## src/fdp_defs.svh

```systemverilog
`ifndef FDP_DEFS_SVH
`define FDP_DEFS_SVH

// Register byte offsets
`define FDP_OFS_DOR 8'h00
`define FDP_OFS_TDR 8'h04
`define FDP_OFS_CFG 8'h08
`define FDP_OFS_CTRL 8'h0C
`define FDP_OFS_STEP 8'h10
`define FDP_OFS_WDATA 8'h14
`define FDP_OFS_STATUS 8'h18
`define FDP_OFS_ISTAT 8'h1C
`define FDP_OFS_IMASK 8'h20

// digital_output_reg fields
`define FDP_DOR_SEL 0
`define FDP_DOR_SEL_EN 2
`define FDP_DOR_MOTOR 4

// tape_drive_reg field boot_drive_map
`define FDP_TDR_BOOT 0

// floppy_config_one field drive_quantity_bit
`define FDP_CFG_QTY 0

// Control register fields
`define FDP_CTRL_SIDE 0
`define FDP_CTRL_DIR_IN 1
`define FDP_CTRL_WGATE 2
`define FDP_CTRL_DENS_LO 3
`define FDP_CTRL_DENS_HI 4
`define FDP_CTRL_PRECOMP 5

// Status register fields
`define FDP_ST_MEDIA 0
`define FDP_ST_TRACK_ZERO_IN 1
`define FDP_ST_INDEX 2
`define FDP_ST_WP 3
`define FDP_ST_READ 4
`define FDP_ST_STEP_BUSY 5
`define FDP_ST_HOLD_FULL 6
`define FDP_ST_WGATE 7

// Interrupt event bits
`define FDP_EV_STEP_DONE 0
`define FDP_EV_HOLD_EMPTY 1
`define FDP_EV_INDEX 2
`define FDP_EV_MEDIA 3
`define FDP_EV_READ 4

// Reset values
`define FDP_RST_DOR 8'h00
`define FDP_RST_TDR 8'h00
`define FDP_RST_CFG 8'h00
`define FDP_RST_CTRL 8'h00
`define FDP_RST_IMASK 8'h00

// Timing
`define FDP_CLK_PERIOD_NS 10
`define FDP_STEP_PULSE_NS 1000
`define FDP_STEP_PERIOD_US 3000
`define FDP_CELL_NS 1000
`define FDP_WR_PULSE_NS 250
`define FDP_PULSE_BASE_NS 400
`define FDP_PRECOMP_UNIT_NS 40
`define FDP_STEP_PULSE_CYC ((`FDP_STEP_PULSE_NS + `FDP_CLK_PERIOD_NS - 1) / `FDP_CLK_PERIOD_NS)
`define FDP_STEP_PERIOD_CYC ((`FDP_STEP_PERIOD_US * 1000 + `FDP_CLK_PERIOD_NS - 1) / `FDP_CLK_PERIOD_NS)
`define FDP_CELL_CYC (`FDP_CELL_NS / `FDP_CLK_PERIOD_NS)
`define FDP_WR_PULSE_CYC ((`FDP_WR_PULSE_NS + `FDP_CLK_PERIOD_NS - 1) / `FDP_CLK_PERIOD_NS)
`define FDP_PULSE_BASE_CYC (`FDP_PULSE_BASE_NS / `FDP_CLK_PERIOD_NS)
`define FDP_PRECOMP_UNIT_CYC (`FDP_PRECOMP_UNIT_NS / `FDP_CLK_PERIOD_NS)

`endif

```

## src/fdp_pkg.sv

```systemverilog
package fdp_pkg;
  typedef enum logic [1:0] {
    FDP_STEP_IDLE,
    FDP_STEP_PULSE,
    FDP_STEP_WAIT
  } fdp_step_state_t;
  typedef logic [7:0] fdp_reg_t;
endpackage

```

## src/fdp_sync.sv

```systemverilog
`timescale 1ns/10ps
module fdp_sync #(
  parameter int W = 5,
  parameter logic [4:0] INIT = 5'h00
) (
  // Clock and reset
  input wire logic mclk,
  input wire logic reset,
  // Raw and filtered levels
  input wire logic [W-1:0] d,
  output logic [W-1:0] q
);
  logic [W-1:0] s1_q;
  logic [W-1:0] s2_q;
  logic [W-1:0] s3_q;
  logic [W-1:0] q_q;
  wire [W-1:0] q_d = (s2_q & s3_q) | (q_q & (s2_q ^ s3_q));

  always_ff @(posedge mclk or posedge reset) begin
    if (reset) begin
      s1_q <= INIT[W-1:0];
      s2_q <= INIT[W-1:0];
      s3_q <= INIT[W-1:0];
      q_q <= INIT[W-1:0];
    end else begin
      s1_q <= d;
      s2_q <= s1_q;
      s3_q <= s2_q;
      q_q <= q_d;
    end
  end

  assign q = q_q;
endmodule

```

## src/fdp_pin_if.sv

```systemverilog
// Overview of operation
// - Side output low selects side one
// - Seek issues step pulses, one per track
// - Direction asserted moves head toward centre
// - Write gate asserted only while recording
// - MFM write stream with selectable precompensation
// - Media change level readable in status
// - Density outputs follow programmed values
// - Drive b motor from remapped motor bits in two-drive mode, from select enable in four-drive mode
// - Drive b select from remapped select bits
// - Drive a motor from remapped motor bits
// - Drive a select from remapped select bits
// - Quantity bit picks two- or four-drive pins
// - Four-drive mode drives external decoder controls
`timescale 1ns/10ps
`include "fdp_defs.svh"
module fdp_pin_if #(
  parameter int unsigned STEP_PERIOD_CYC = `FDP_STEP_PERIOD_CYC
) (
  // Clock and reset
  input wire logic mclk,
  input wire logic reset,
  // Wishbone slave
  input wire logic wb_cyc_i,
  input wire logic wb_stb_i,
  input wire logic wb_we_i,
  input wire logic [7:0] wb_adr_i,
  input wire logic [3:0] wb_sel_i,
  input wire logic [31:0] wb_dat_i,
  output logic [31:0] wb_dat_o,
  output logic wb_ack_o,
  // Interrupt
  output logic irq,
  // Drive status inputs, all but media change active low
  input wire logic read_stream_in,
  input wire logic track_zero_in,
  input wire logic index_mark_in,
  input wire logic write_protect_in_n,
  input wire logic media_change_in,
  // Head and data outputs
  output logic write_stream_out,
  output logic side_choice,
  output logic track_pulse_n,
  output logic inward_move_n,
  output logic write_gate_n,
  // Density outputs
  output logic density_select_low,
  output logic density_select_high,
  // Shared motor and select pins
  output logic motor_on_drive_b_n,
  output logic select_drive_b_n,
  output logic motor_on_drive_a_n,
  output logic select_drive_a_n
);
  import fdp_pkg::*;

  localparam logic [18:0] STEP_PER_M1 = 19'(STEP_PERIOD_CYC - 1);
  localparam logic [18:0] STEP_PW_M1 = 19'(`FDP_STEP_PULSE_CYC - 1);
  localparam logic [6:0] CELL_M1 = 7'(`FDP_CELL_CYC - 1);
  localparam logic [4:0] WR_PW = 5'(`FDP_WR_PULSE_CYC);
  localparam logic [6:0] PBASE = 7'(`FDP_PULSE_BASE_CYC);
  localparam logic [2:0] PUNIT = 3'(`FDP_PRECOMP_UNIT_CYC);

  // Synchronised drive inputs
  logic [4:0] sync_q;
  fdp_sync #(
    .W(5),
    .INIT(5'h0F)
  ) u_sync (
    .mclk(mclk),
    .reset(reset),
    .d({media_change_in, write_protect_in_n, index_mark_in, track_zero_in, read_stream_in}),
    .q(sync_q)
  );
  wire read_act = ~sync_q[0];
  wire track_zero_in_act = ~sync_q[1];
  wire index_act = ~sync_q[2];
  wire wp_act = ~sync_q[3];
  wire media_act = sync_q[4];

  // Register state
  fdp_reg_t dor_q;
  fdp_reg_t tdr_q;
  fdp_reg_t cfg_q;
  fdp_reg_t ctrl_q;
  fdp_reg_t imask_q;
  fdp_reg_t ist_q;
  logic ack_q;
  logic [31:0] dat_q;

  // Bus decode
  wire [7:0] adr_w = {wb_adr_i[7:2], 2'b00};
  wire req = wb_cyc_i & wb_stb_i & ~ack_q;
  wire wr = req & wb_we_i & wb_sel_i[0];
  wire rd = req & ~wb_we_i;
  wire hit_dor = adr_w == `FDP_OFS_DOR;
  wire hit_tdr = adr_w == `FDP_OFS_TDR;
  wire hit_cfg = adr_w == `FDP_OFS_CFG;
  wire hit_ctrl = adr_w == `FDP_OFS_CTRL;
  wire hit_step = adr_w == `FDP_OFS_STEP;
  wire hit_wdata = adr_w == `FDP_OFS_WDATA;
  wire hit_status = adr_w == `FDP_OFS_STATUS;
  wire hit_istat = adr_w == `FDP_OFS_ISTAT;
  wire hit_imask = adr_w == `FDP_OFS_IMASK;
  wire step_wr = wr & hit_step;
  wire wdata_wr = wr & hit_wdata;
  wire istat_rd = rd & hit_istat;

  // Stepper state
  fdp_step_state_t st_q;
  logic [7:0] steps_q;
  logic [18:0] stmr_q;
  logic dir_q;
  logic step_done;

  // Writer state
  logic gate_q;
  logic [6:0] cell_q;
  logic [7:0] hold_q;
  logic hold_full_q;
  logic [7:0] shf_q;
  logic [2:0] bit_q;
  logic phase_q;
  logic prev_q;
  logic [4:0] win_q;
  logic pend_q;
  logic [6:0] off_q;
  logic [4:0] pw_q;
  logic wout_q;
  logic hold_taken;

  // Status byte
  wire [7:0] status_w = {
    gate_q,
    hold_full_q,
    st_q != FDP_STEP_IDLE,
    read_act,
    wp_act,
    index_act,
    track_zero_in_act,
    media_act
  };

  wire [7:0] rd_mux =
    hit_dor ? dor_q :
    hit_tdr ? tdr_q :
    hit_cfg ? cfg_q :
    hit_ctrl ? ctrl_q :
    hit_step ? steps_q :
    hit_wdata ? hold_q :
    hit_status ? status_w :
    hit_istat ? ist_q :
    hit_imask ? imask_q :
    8'h00;

  always_ff @(posedge mclk or posedge reset) begin
    if (reset) begin
      ack_q <= 1'b0;
      dat_q <= 32'h0000_0000;
    end else begin
      ack_q <= req;
      dat_q <= rd ? {24'h00_0000, rd_mux} : 32'h0000_0000;
    end
  end

  assign wb_ack_o = ack_q;
  assign wb_dat_o = dat_q;

  always_ff @(posedge mclk or posedge reset) begin
    if (reset) begin
      dor_q <= `FDP_RST_DOR;
      tdr_q <= `FDP_RST_TDR;
      cfg_q <= `FDP_RST_CFG;
      ctrl_q <= `FDP_RST_CTRL;
      imask_q <= `FDP_RST_IMASK;
    end else if (wr) begin
      if (hit_dor) dor_q <= wb_dat_i[7:0];
      if (hit_tdr) tdr_q <= wb_dat_i[7:0];
      if (hit_cfg) cfg_q <= wb_dat_i[7:0];
      if (hit_ctrl) ctrl_q <= wb_dat_i[7:0];
      if (hit_imask) imask_q <= wb_dat_i[7:0];
    end
  end

  // Events and sticky interrupt status
  logic index_d_q;
  logic media_d_q;
  logic read_d_q;
  always_ff @(posedge mclk or posedge reset) begin
    if (reset) begin
      index_d_q <= 1'b0;
      media_d_q <= 1'b0;
      read_d_q <= 1'b0;
    end else begin
      index_d_q <= index_act;
      media_d_q <= media_act;
      read_d_q <= read_act;
    end
  end

  wire [7:0] ev = {
    3'b000,
    read_act & ~read_d_q,
    media_act & ~media_d_q,
    index_act & ~index_d_q,
    hold_taken,
    step_done
  };
  // Set beats a clearing read in the same cycle
  wire [7:0] ist_d = (ist_q & ~(istat_rd ? 8'hFF : 8'h00)) | ev;

  always_ff @(posedge mclk or posedge reset) begin
    if (reset) begin
      ist_q <= 8'h00;
    end else begin
      ist_q <= ist_d;
    end
  end

  assign irq = |(ist_q & imask_q);

  // Stepper
  wire [7:0] step_cnt_w = wb_dat_i[7:0];
  wire stmr_end = stmr_q == STEP_PER_M1;
  wire spw_end = stmr_q == STEP_PW_M1;
  assign step_done = (st_q == FDP_STEP_WAIT) & stmr_end & (steps_q == 8'h01);

  always_ff @(posedge mclk or posedge reset) begin
    if (reset) begin
      st_q <= FDP_STEP_IDLE;
      steps_q <= 8'h00;
      stmr_q <= 19'h0_0000;
      dir_q <= 1'b0;
    end else begin
      unique case (st_q)
        FDP_STEP_IDLE: begin
          if (step_wr && step_cnt_w != 8'h00) begin
            steps_q <= step_cnt_w;
            dir_q <= ctrl_q[`FDP_CTRL_DIR_IN];
            stmr_q <= 19'h0_0000;
            st_q <= FDP_STEP_PULSE;
          end
        end
        FDP_STEP_PULSE: begin
          stmr_q <= stmr_q + 19'h0_0001;
          if (spw_end) st_q <= FDP_STEP_WAIT;
        end
        FDP_STEP_WAIT: begin
          stmr_q <= stmr_q + 19'h0_0001;
          if (stmr_end) begin
            stmr_q <= 19'h0_0000;
            steps_q <= steps_q - 8'h01;
            st_q <= (steps_q == 8'h01) ? FDP_STEP_IDLE : FDP_STEP_PULSE;
          end
        end
      endcase
    end
  end

  assign track_pulse_n = st_q != FDP_STEP_PULSE;
  assign inward_move_n = ~dir_q;

  // Writer cell timing
  wire gate_d = ctrl_q[`FDP_CTRL_WGATE] & ~wp_act;
  wire cell_tick = gate_q & (cell_q == CELL_M1);
  wire byte_end = cell_tick & phase_q & (bit_q == 3'h7);
  assign hold_taken = byte_end & hold_full_q;

  // MFM cell: clock cell set only between two zero data bits
  wire new_cell = phase_q ? shf_q[7] : (~prev_q & ~shf_q[7]);
  wire [4:0] win_d = {new_cell, win_q[4:1]};
  wire early = win_d[4] & ~win_d[0];
  wire late = win_d[0] & ~win_d[4];
  wire [6:0] pc_w = 7'(ctrl_q[`FDP_CTRL_PRECOMP +: 3]) * 7'(PUNIT);
  wire [6:0] off_d = early ? PBASE - pc_w : late ? PBASE + pc_w : PBASE;
  wire pstart = gate_q & pend_q & (cell_q == off_q);

  always_ff @(posedge mclk or posedge reset) begin
    if (reset) begin
      gate_q <= 1'b0;
      cell_q <= 7'h00;
    end else begin
      gate_q <= gate_d;
      cell_q <= (!gate_q || cell_tick) ? 7'h00 : cell_q + 7'h01;
    end
  end

  always_ff @(posedge mclk or posedge reset) begin
    if (reset) begin
      hold_q <= 8'h00;
      hold_full_q <= 1'b0;
    end else begin
      if (wdata_wr && !hold_full_q) begin
        hold_q <= wb_dat_i[7:0];
        hold_full_q <= 1'b1;
      end else if (hold_taken) begin
        hold_full_q <= 1'b0;
      end
    end
  end

  always_ff @(posedge mclk or posedge reset) begin
    if (reset) begin
      shf_q <= 8'h00;
      bit_q <= 3'h0;
      phase_q <= 1'b0;
      prev_q <= 1'b0;
      win_q <= 5'h00;
      pend_q <= 1'b0;
      off_q <= 7'h00;
    end else if (!gate_q) begin
      shf_q <= 8'h00;
      bit_q <= 3'h0;
      phase_q <= 1'b0;
      prev_q <= 1'b0;
      win_q <= 5'h00;
      pend_q <= 1'b0;
    end else if (cell_tick) begin
      win_q <= win_d;
      pend_q <= win_d[2];
      off_q <= off_d;
      phase_q <= ~phase_q;
      if (phase_q) begin
        prev_q <= shf_q[7];
        bit_q <= bit_q + 3'h1;
        shf_q <= (bit_q == 3'h7) ? (hold_full_q ? hold_q : 8'h00) : {shf_q[6:0], 1'b0};
      end
    end
  end

  always_ff @(posedge mclk or posedge reset) begin
    if (reset) begin
      pw_q <= 5'h00;
      wout_q <= 1'b1;
    end else begin
      pw_q <= pstart ? WR_PW : (pw_q != 5'h00) ? pw_q - 5'h01 : 5'h00;
      wout_q <= !(pstart || pw_q > 5'h01);
    end
  end

  assign write_stream_out = wout_q;
  assign write_gate_n = ~gate_q;

  // Head side and density
  assign side_choice = ~ctrl_q[`FDP_CTRL_SIDE];
  assign density_select_low = ctrl_q[`FDP_CTRL_DENS_LO];
  assign density_select_high = ctrl_q[`FDP_CTRL_DENS_HI];

  // Drive select and motor remapping
  wire [1:0] boot = tdr_q[`FDP_TDR_BOOT +: 2];
  wire [3:0] motor = dor_q[`FDP_DOR_MOTOR +: 4];
  wire [1:0] phys_sel = dor_q[`FDP_DOR_SEL +: 2] ^ boot;
  wire sel_en = dor_q[`FDP_DOR_SEL_EN];
  wire [3:0] motor_phys = {
    motor[2'h3 ^ boot],
    motor[2'h2 ^ boot],
    motor[2'h1 ^ boot],
    motor[2'h0 ^ boot]
  };
  wire four = cfg_q[`FDP_CFG_QTY];

  wire two_mot_b_n = ~motor_phys[1];
  wire two_sel_b_n = ~(sel_en & (phys_sel == 2'h1));
  wire two_mot_a_n = ~motor_phys[0];
  wire two_sel_a_n = ~(sel_en & (phys_sel == 2'h0));

  wire decoder_select_enable_n = ~sel_en;
  wire motor_pick_high = phys_sel[1];
  wire motor_enable_gate_n = ~(sel_en & motor_phys[phys_sel]);
  wire motor_pick_low = phys_sel[0];

  logic [3:0] pins_q;
  wire [3:0] pins_d = four ?
    {decoder_select_enable_n, motor_pick_high, motor_enable_gate_n, motor_pick_low} :
    {two_mot_b_n, two_sel_b_n, two_mot_a_n, two_sel_a_n};

  always_ff @(posedge mclk or posedge reset) begin
    if (reset) begin
      pins_q <= 4'hF;
    end else begin
      pins_q <= pins_d;
    end
  end

  assign motor_on_drive_b_n = pins_q[3];
  assign select_drive_b_n = pins_q[2];
  assign motor_on_drive_a_n = pins_q[1];
  assign select_drive_a_n = pins_q[0];
endmodule

```

## config.mk

```make
export PLATFORM = sky130hd
export DESIGN_NAME = fdp_pin_if
export DESIGN_NICKNAME = d
export VERILOG_FILES = /design/src/fdp_pkg.sv /design/src/fdp_sync.sv /design/src/fdp_pin_if.sv
export VERILOG_INCLUDE_DIRS = /design/src
export SDC_FILE = /design/constraint.sdc
export NUM_CORES = 1
export LEC_CHECK = 0
export BUFFER_PORTS_ARGS = -buffer_cell sky130_fd_sc_hd__buf_4
export CORE_ASPECT_RATIO = 2
export CORE_MARGIN = 2
export CORE_UTILIZATION = 58
export DETAILED_ROUTE_END_ITERATION = 10
export GPL_TIMING_DRIVEN = 0
export HOLD_SLACK_MARGIN = 0.1
export PLACE_DENSITY = 0.83
export SLEW_MARGIN = 20
export SYNTH_ARGS = -nofsm -noshare
export SYNTH_HDL_FRONTEND = slang
export SYNTH_SLANG_ARGS = --single-unit
```

## constraint.sdc

```tcl
create_clock -name mclk -period 5.4 [get_ports mclk]
set_clock_uncertainty 0.15 [all_clocks]
set_input_delay 0.27 -clock mclk [delete_from_list [all_inputs] [get_ports mclk]]
set_output_delay 0.27 -clock mclk [all_outputs]
set_load 0.1 [all_outputs]
```

* Yosys cells after proc, flatten, opt, wreduce, memory -nomap -nowiden *
Cells that the tools add are included.

operators by class
  add/subtract/negate cells = 7
  multiply operators = 0
  divide/modulo/power cells = 0
  magnitude comparators = 6
  equality and inequality tests = 23
  shift operators = 0
  multiplexer cells = 58
  bitwise operators = 61
  reductions and logical operators = 26

operator list
  cell                                                 count
  two-way mux 8 bit                                    18
  case mux 19 bit (3 select lines)                     1
  two-way mux 19 bit                                   2
  bitwise AND 1 bit                                    26
  NOT 1 bit                                            25
  == test 6 x 3 -> 1 bit (second input constant)       4
  two-way mux 7 bit                                    3
  two-way mux 5 bit                                    4
  adder 19 x 1 -> 19 bit (second input constant)       1
  == test 19 bit (second input constant)               1
  == test 19 x 7 -> 1 bit (second input constant)      1
  bitwise AND 8 bit                                    2
  two-way mux 1 bit                                    16
  case mux 8 bit (2 select lines)                      1
  AND reduction 2 bit                                  8
  < comparator 2 x 3 -> 1 bit (second input constant)  5
  == test 6 x 2 -> 1 bit (second input constant)       2
  bitwise AND 5 bit                                    2
  binary-select mux 1 bit (select 2 bit)               5
  two-way mux 3 bit                                    3
  == test 8 x 1 -> 1 bit (second input constant)       1
  logical NOT 8 bit                                    1
  NOT 8 bit                                            1
  bitwise OR 8 x 5 -> 8 bit                            1
  other kinds (32)                                     47

word-level totals
  register bits = 163
  latch bits = 0
  RAM bits = 0
  ROM bits = 0
  input port bits = 54
  output and inout bits = 45
  logic and storage cells = 214
  memories kept = 0

* Longest topological paths before layout *
  depth in word-level cells = 11
  gate-level depth with buffers = 8
  mapped depth without buffers = 7

* Modules after synthesis *
From an unflattened synthesis, not the netlist that was laid out.

second synthesis, totals
  cell total of the unflattened synthesis = 744
  area total of the unflattened synthesis = 7,968.9 µm²

by module, submodules not included
  module      times used  cells each  area each (µm²)  seq. area each (µm²)
  fdp_pin_if  1           713         7,344.5          3,484.6
  fdp_sync    1           31          624.3            520.5

* Worst setup path before layout *
Ideal clock, no wire load.

  path type = register -> register
  from = reg ack_q, in the netlist wb_ack_o
  to = reg ctrl_q[1]
  library setup time = 0.125 ns
  arrival = 2.312 ns
  required time = 5.125 ns
  path slack = 2.814 ns
  cell stages (with the launch flop) = 7
  buffers on the path = 2
  period minus slack after synthesis = 2.586 ns
  cell sequence = dfrtp_1 and3b_1 clkbuf_1 nand2_1 nor3_1 clkbuf_1 mux2_2

between the ends
  word-level cells in the longest chain between the ends = 5

RTL lines
  what                            line               source
  from (decl)                     fdp_pin_if.sv:88   logic ack_q;
  from (signal assigned)          fdp_pin_if.sv:161  ack_q <= req;
  NOT 1 bit                       fdp_pin_if.sv:93   wire req = wb_cyc_i & wb_stb_i & ~ack_q;
  bitwise AND 1 bit               fdp_pin_if.sv:93
  via req                         fdp_pin_if.sv:93
  bitwise AND 1 bit (2 in a row)  fdp_pin_if.sv:94   wire wr = req & wb_we_i & wb_sel_i[0];
  AND reduction 2 bit (no line)   -
  to (signal assigned)            fdp_pin_if.sv:174  ctrl_q <= `FDP_RST_CTRL;
  to (signal assigned)            fdp_pin_if.sv:180  if (hit_ctrl) ctrl_q <= wb_dat_i[7:0];
  to (decl)                       fdp_pin_if.sv:85   fdp_reg_t ctrl_q;

The timed path passes the listed nets, and every way through them passes these cells.
A chain may end at the register's enable or synchronous reset.

* Final worst setup path *
  from = reg stmr_q[0]
  to = reg stmr_q[8]

between the ends
  word-level cells in the longest chain between the ends = 3
  elaborated cells between the ends (all ways) = 4
  those cells by class = add/sub (1); eq/ne (1); mux (2)

RTL lines
  what                                                      line                                                     source
  from (decl)                                               fdp_pin_if.sv:112                                        logic [18:0] stmr_q;
  from (signal assigned)                                    fdp_pin_if.sv:245                                        stmr_q <= stmr_q + 19'h0_0001;
  from (signal assigned)                                    fdp_pin_if.sv:249                                        stmr_q <= stmr_q + 19'h0_0001;
  adder 19 x 1 -> 19 bit or == test 19 bit (tied branches)  fdp_pin_if.sv:245, fdp_pin_if.sv:249, fdp_pin_if.sv:224
  two-way mux 19 bit                                        fdp_pin_if.sv:250                                        if (stmr_end) begin
  case mux 19 bit (3 select lines) *                        fdp_pin_if.sv:235                                        unique case (st_q)

Every way passes the cells marked *; elsewhere a longest branch is shown, timed or not.

==> metrics.md <==
| Metric | Value |
|---|---|
| Max Freq | `341 MHz` |
| Layout fillers | `1016` |
| DR vias | `6337` |
| Hold Crit Class | `reg2reg` |
| Die W | `86.9 um` |
| Async SR Flop Fraction | `1.00` |
| Post-synth top flop | `dfrtp_1` |
| Critical-path maximum fanout | `9` |
| Die ar. | `14700 um2` |
| Most common cell in the synthesized netlist | `dfrtp_1` |
| Max-slew violations | `0` |
| Antenna Cells | `0` |
| Input/output buffers | `45` |
| Critical Path Sink Type | `flop` |
| Total Wirelength | `20900 um` |
| Gr usage total | `0.292` |
| Clock-pin slew on the worst setup and hold paths | `0.06 ns` |
| Min Tclk post-route | `2.93 ns` |
| Synth area leaders | `dfrtp_1 43%, dfstp_2 6.9%, mux2_2 6.4%` |
| Synth Area per Inst | `10.6 um2` |
| TritonCTS clock tree | `yes` |
| Nets | `927` |
| Via density per instance | `6.21` |
| Rows | `60` |
| Maximum VDD drop | `0.000225 V` |
| CP Class | `reg2reg` |
| Post-DRT Antenna Nets | `0` |
| Remaining DRCs | `0` |
| Core Area | `13400 um2` |
| Mapped Cells | `750` |
| Clk Latency, worst-skew pair | `0.42 ns` |
| Share of layout cells above drive strength 1 | `0.222` |
| Starting Density | `0.593` |
| Number of synthesized flops with an enable pin | `0` |
| Clock buffer count from CTS | `17` |
| Area Overhead vs Synth | `16.8%` |
| GP Congestion | `0.925` |
| Pwr Total | `2880 uW` |
| # IOs | `99` |
| Fin area | `9310 um2` |
| Power Dens Cells | `309 nW/um2` |
| Initial antenna violation count | `0` |
| Endpoints failing setup | `0` |
| Post-detailed-route wirelength per cell | `20.5 um` |
| Yosys cell types | `70` |
| P_leak | `0.00429 uW` |
| DRT Pass-1 Iters | `6` |
| Global-route wire length before repair | `32800 um` |
| Die height | `170 um` |
| Util after Layout | `0.692` |
| DP HPWL | `15700 um` |
| DP Area | `8630 um2` |
| Worst Path Required | `5.53 ns` |
| CP arrival | `3.06 ns` |
| CP Launch Type | `flop` |
| Final hold vios | `0` |
| RSZ-0062 raised after global routing | `false` |
| CTS sink cnt | `159` |
| Pin count of the biggest net entering global routing | `83` |
| Post-synthesis sequential area ratio | `0.503` |
| Register bit total from synthesis | `159` |
| Largest area contributor in the netlist | `dfrtp_1` |
| Cell Area, Synth | `7970 um2` |
| Tcrit/Tclk final | `0.543` |
| Max Cap Violations | `0` |
| Measured slew at the worst slew-check pin | `1.14 ns` |
| Clock Tree Buf Depth | `2` |
| Number of global-route vias before repair | `6589` |
| Status | `completed` |
| Initial detailed-routing violation count | `542` |
| Most instantiated cells after synthesis | `138 x dfrtp_1, 57 x nand2_1, 45 x mux2_2` |
| Root buf cell | `clkbuf_16` |
| Total overflow reported by the global router | `0` |
| Setup_tns | `0 ns` |
| Slew margin rel. | `0.232` |
| CTS H-tree depth | `4` |
| Synth top area share | `0.433` |
| Syn. warnings | `0` |
final cells by class:
cell class,instances,area (um2),area share
Buffer,50,288,0.0309
Clock buffer,19,433,0.0465
Clock inverter,13,106,0.0114
Inverter,30,120,0.0129
Multi-Input combinational cell,534,3650,0.393
Sequential cell,159,4010,0.430
Tap cell,155,194,0.0208
Timing Repair Buffer,60,505,0.0543
routing by layer:
layer | track usage | wire, um | vias up
met5 | 0 | 0 | -
met4 | 0.206 | 1600 | 0
met3 | 0.0501 | 835 | 92
met2 | 0.533 | 11400 | 241
met1 | 0.284 | 7060 | 3099
li1 | - | - | 2905
flip-flops by register name (all words and copies together) (netlist names), 5 cells and up:
| signal | flops |
|---|---|
| u_sync.s2_q | 5 |
| steps_q | 8 |
| u_sync.s1_q | 5 |
| wb_dat_o | 8 |
| imask_q | 8 |
| off_q | 5 |
| cfg_q | 8 |
| ist_q | 8 |
| dor_q | 8 |
| stmr_q | 19 |
| tdr_q | 8 |
| cell_q | 7 |
| u_sync.s3_q | 5 |
| ctrl_q | 8 |
| u_sync.q | 5 |
| hold_q | 8 |
| pw_q | 5 |
| shf_q | 8 |
cells in the final DEF (no fill, tap or decap), types with 14 or more instances in the layout:
master / count
nand3_1: 17
o2bb2ai_1: 17
conb_1: 24
dlygate4sd3_1: 14
clkbuf_16: 17
dfstp_2: 21
a21oi_1: 35
ha_1: 21
buf_4: 70
clkbuf_1: 20
nor3_1: 19
dfrtp_1: 138
nor2_1: 44
mux2_2: 45
o21ai_0: 43
nand2_1: 57
inv_1: 28
kinds of logic (layout without fill, tap and decap cells):
| family | count (synthesis) | in the layout | synth area share |
|---|---|---|---|
| buf+inv | 80 | 172 | 0.0503 |
| fa+ha+maj | 21 | 21 | 0.0330 |
| xor+xnor | 16 | 16 | 0.0176 |
| compound gates | 185 | 185 | 0.158 |
| flops | 159 | 159 | 0.503 |
| other cells | 1 | 24 | 0.000471 |
| simple gates | 229 | 229 | 0.152 |
| mux | 59 | 59 | 0.0859 |
where the power goes:
group          switching, uW  internal (uW)
registers               30.3           1230
clock network            502            597
logic                    375            137
metrics by stage:
| step | setup WS (ns) | instances | hold slack, ns |
|---|---|---|---|
| final | 2.47 | 1020 | 0.203 |
| after global routing | 2.28 | 1020 | 0.206 |
| after CTS | 2.45 | 1020 | 0.206 |
| after detailed placement | 2.47 | 974 | 0.191 |
| after global placement | -0.748 | 973 | 0.189 |
| after floorplan | 0.723 | 773 | 0.124 |
final timing paths:
kind	from	to	slack, ns	depth (start not counted)
hold reg to reg	u_sync.s1_q[4]	u_sync.s2_q[4]	0.20	0
max in group asynchronous	reset	u_sync.q[0]	3.95	4
setup reg to reg	stmr_q[0]	stmr_q[8]	2.47	6
hold / removal	u_sync.s1_q[4]	u_sync.s2_q[4]	0.20	0
min in group asynchronous	reset	shf_q[3]	0.30	3
setup / recovery	stmr_q[0]	stmr_q[8]	2.47	6
timing repair:
item | CTS | global route
gates resized for setup | 0 | 0
endpoints found under the hold margin | 116 | 0
hold buffers | 14 | 0
buffers inserted | 0 | 0
setup endpoints to repair | 0 | 0
critical path, cell delays in order, from the launching register on:
cell	delay [ns]
dfrtp_1	0.41
ha_1	0.24
nand4_1	0.30
nor4_2	0.66
a21oi_1	0.43
nor2_1	0.50
a21oi_1	0.10
Note: power is estimated with default switching activity, not from simulation.
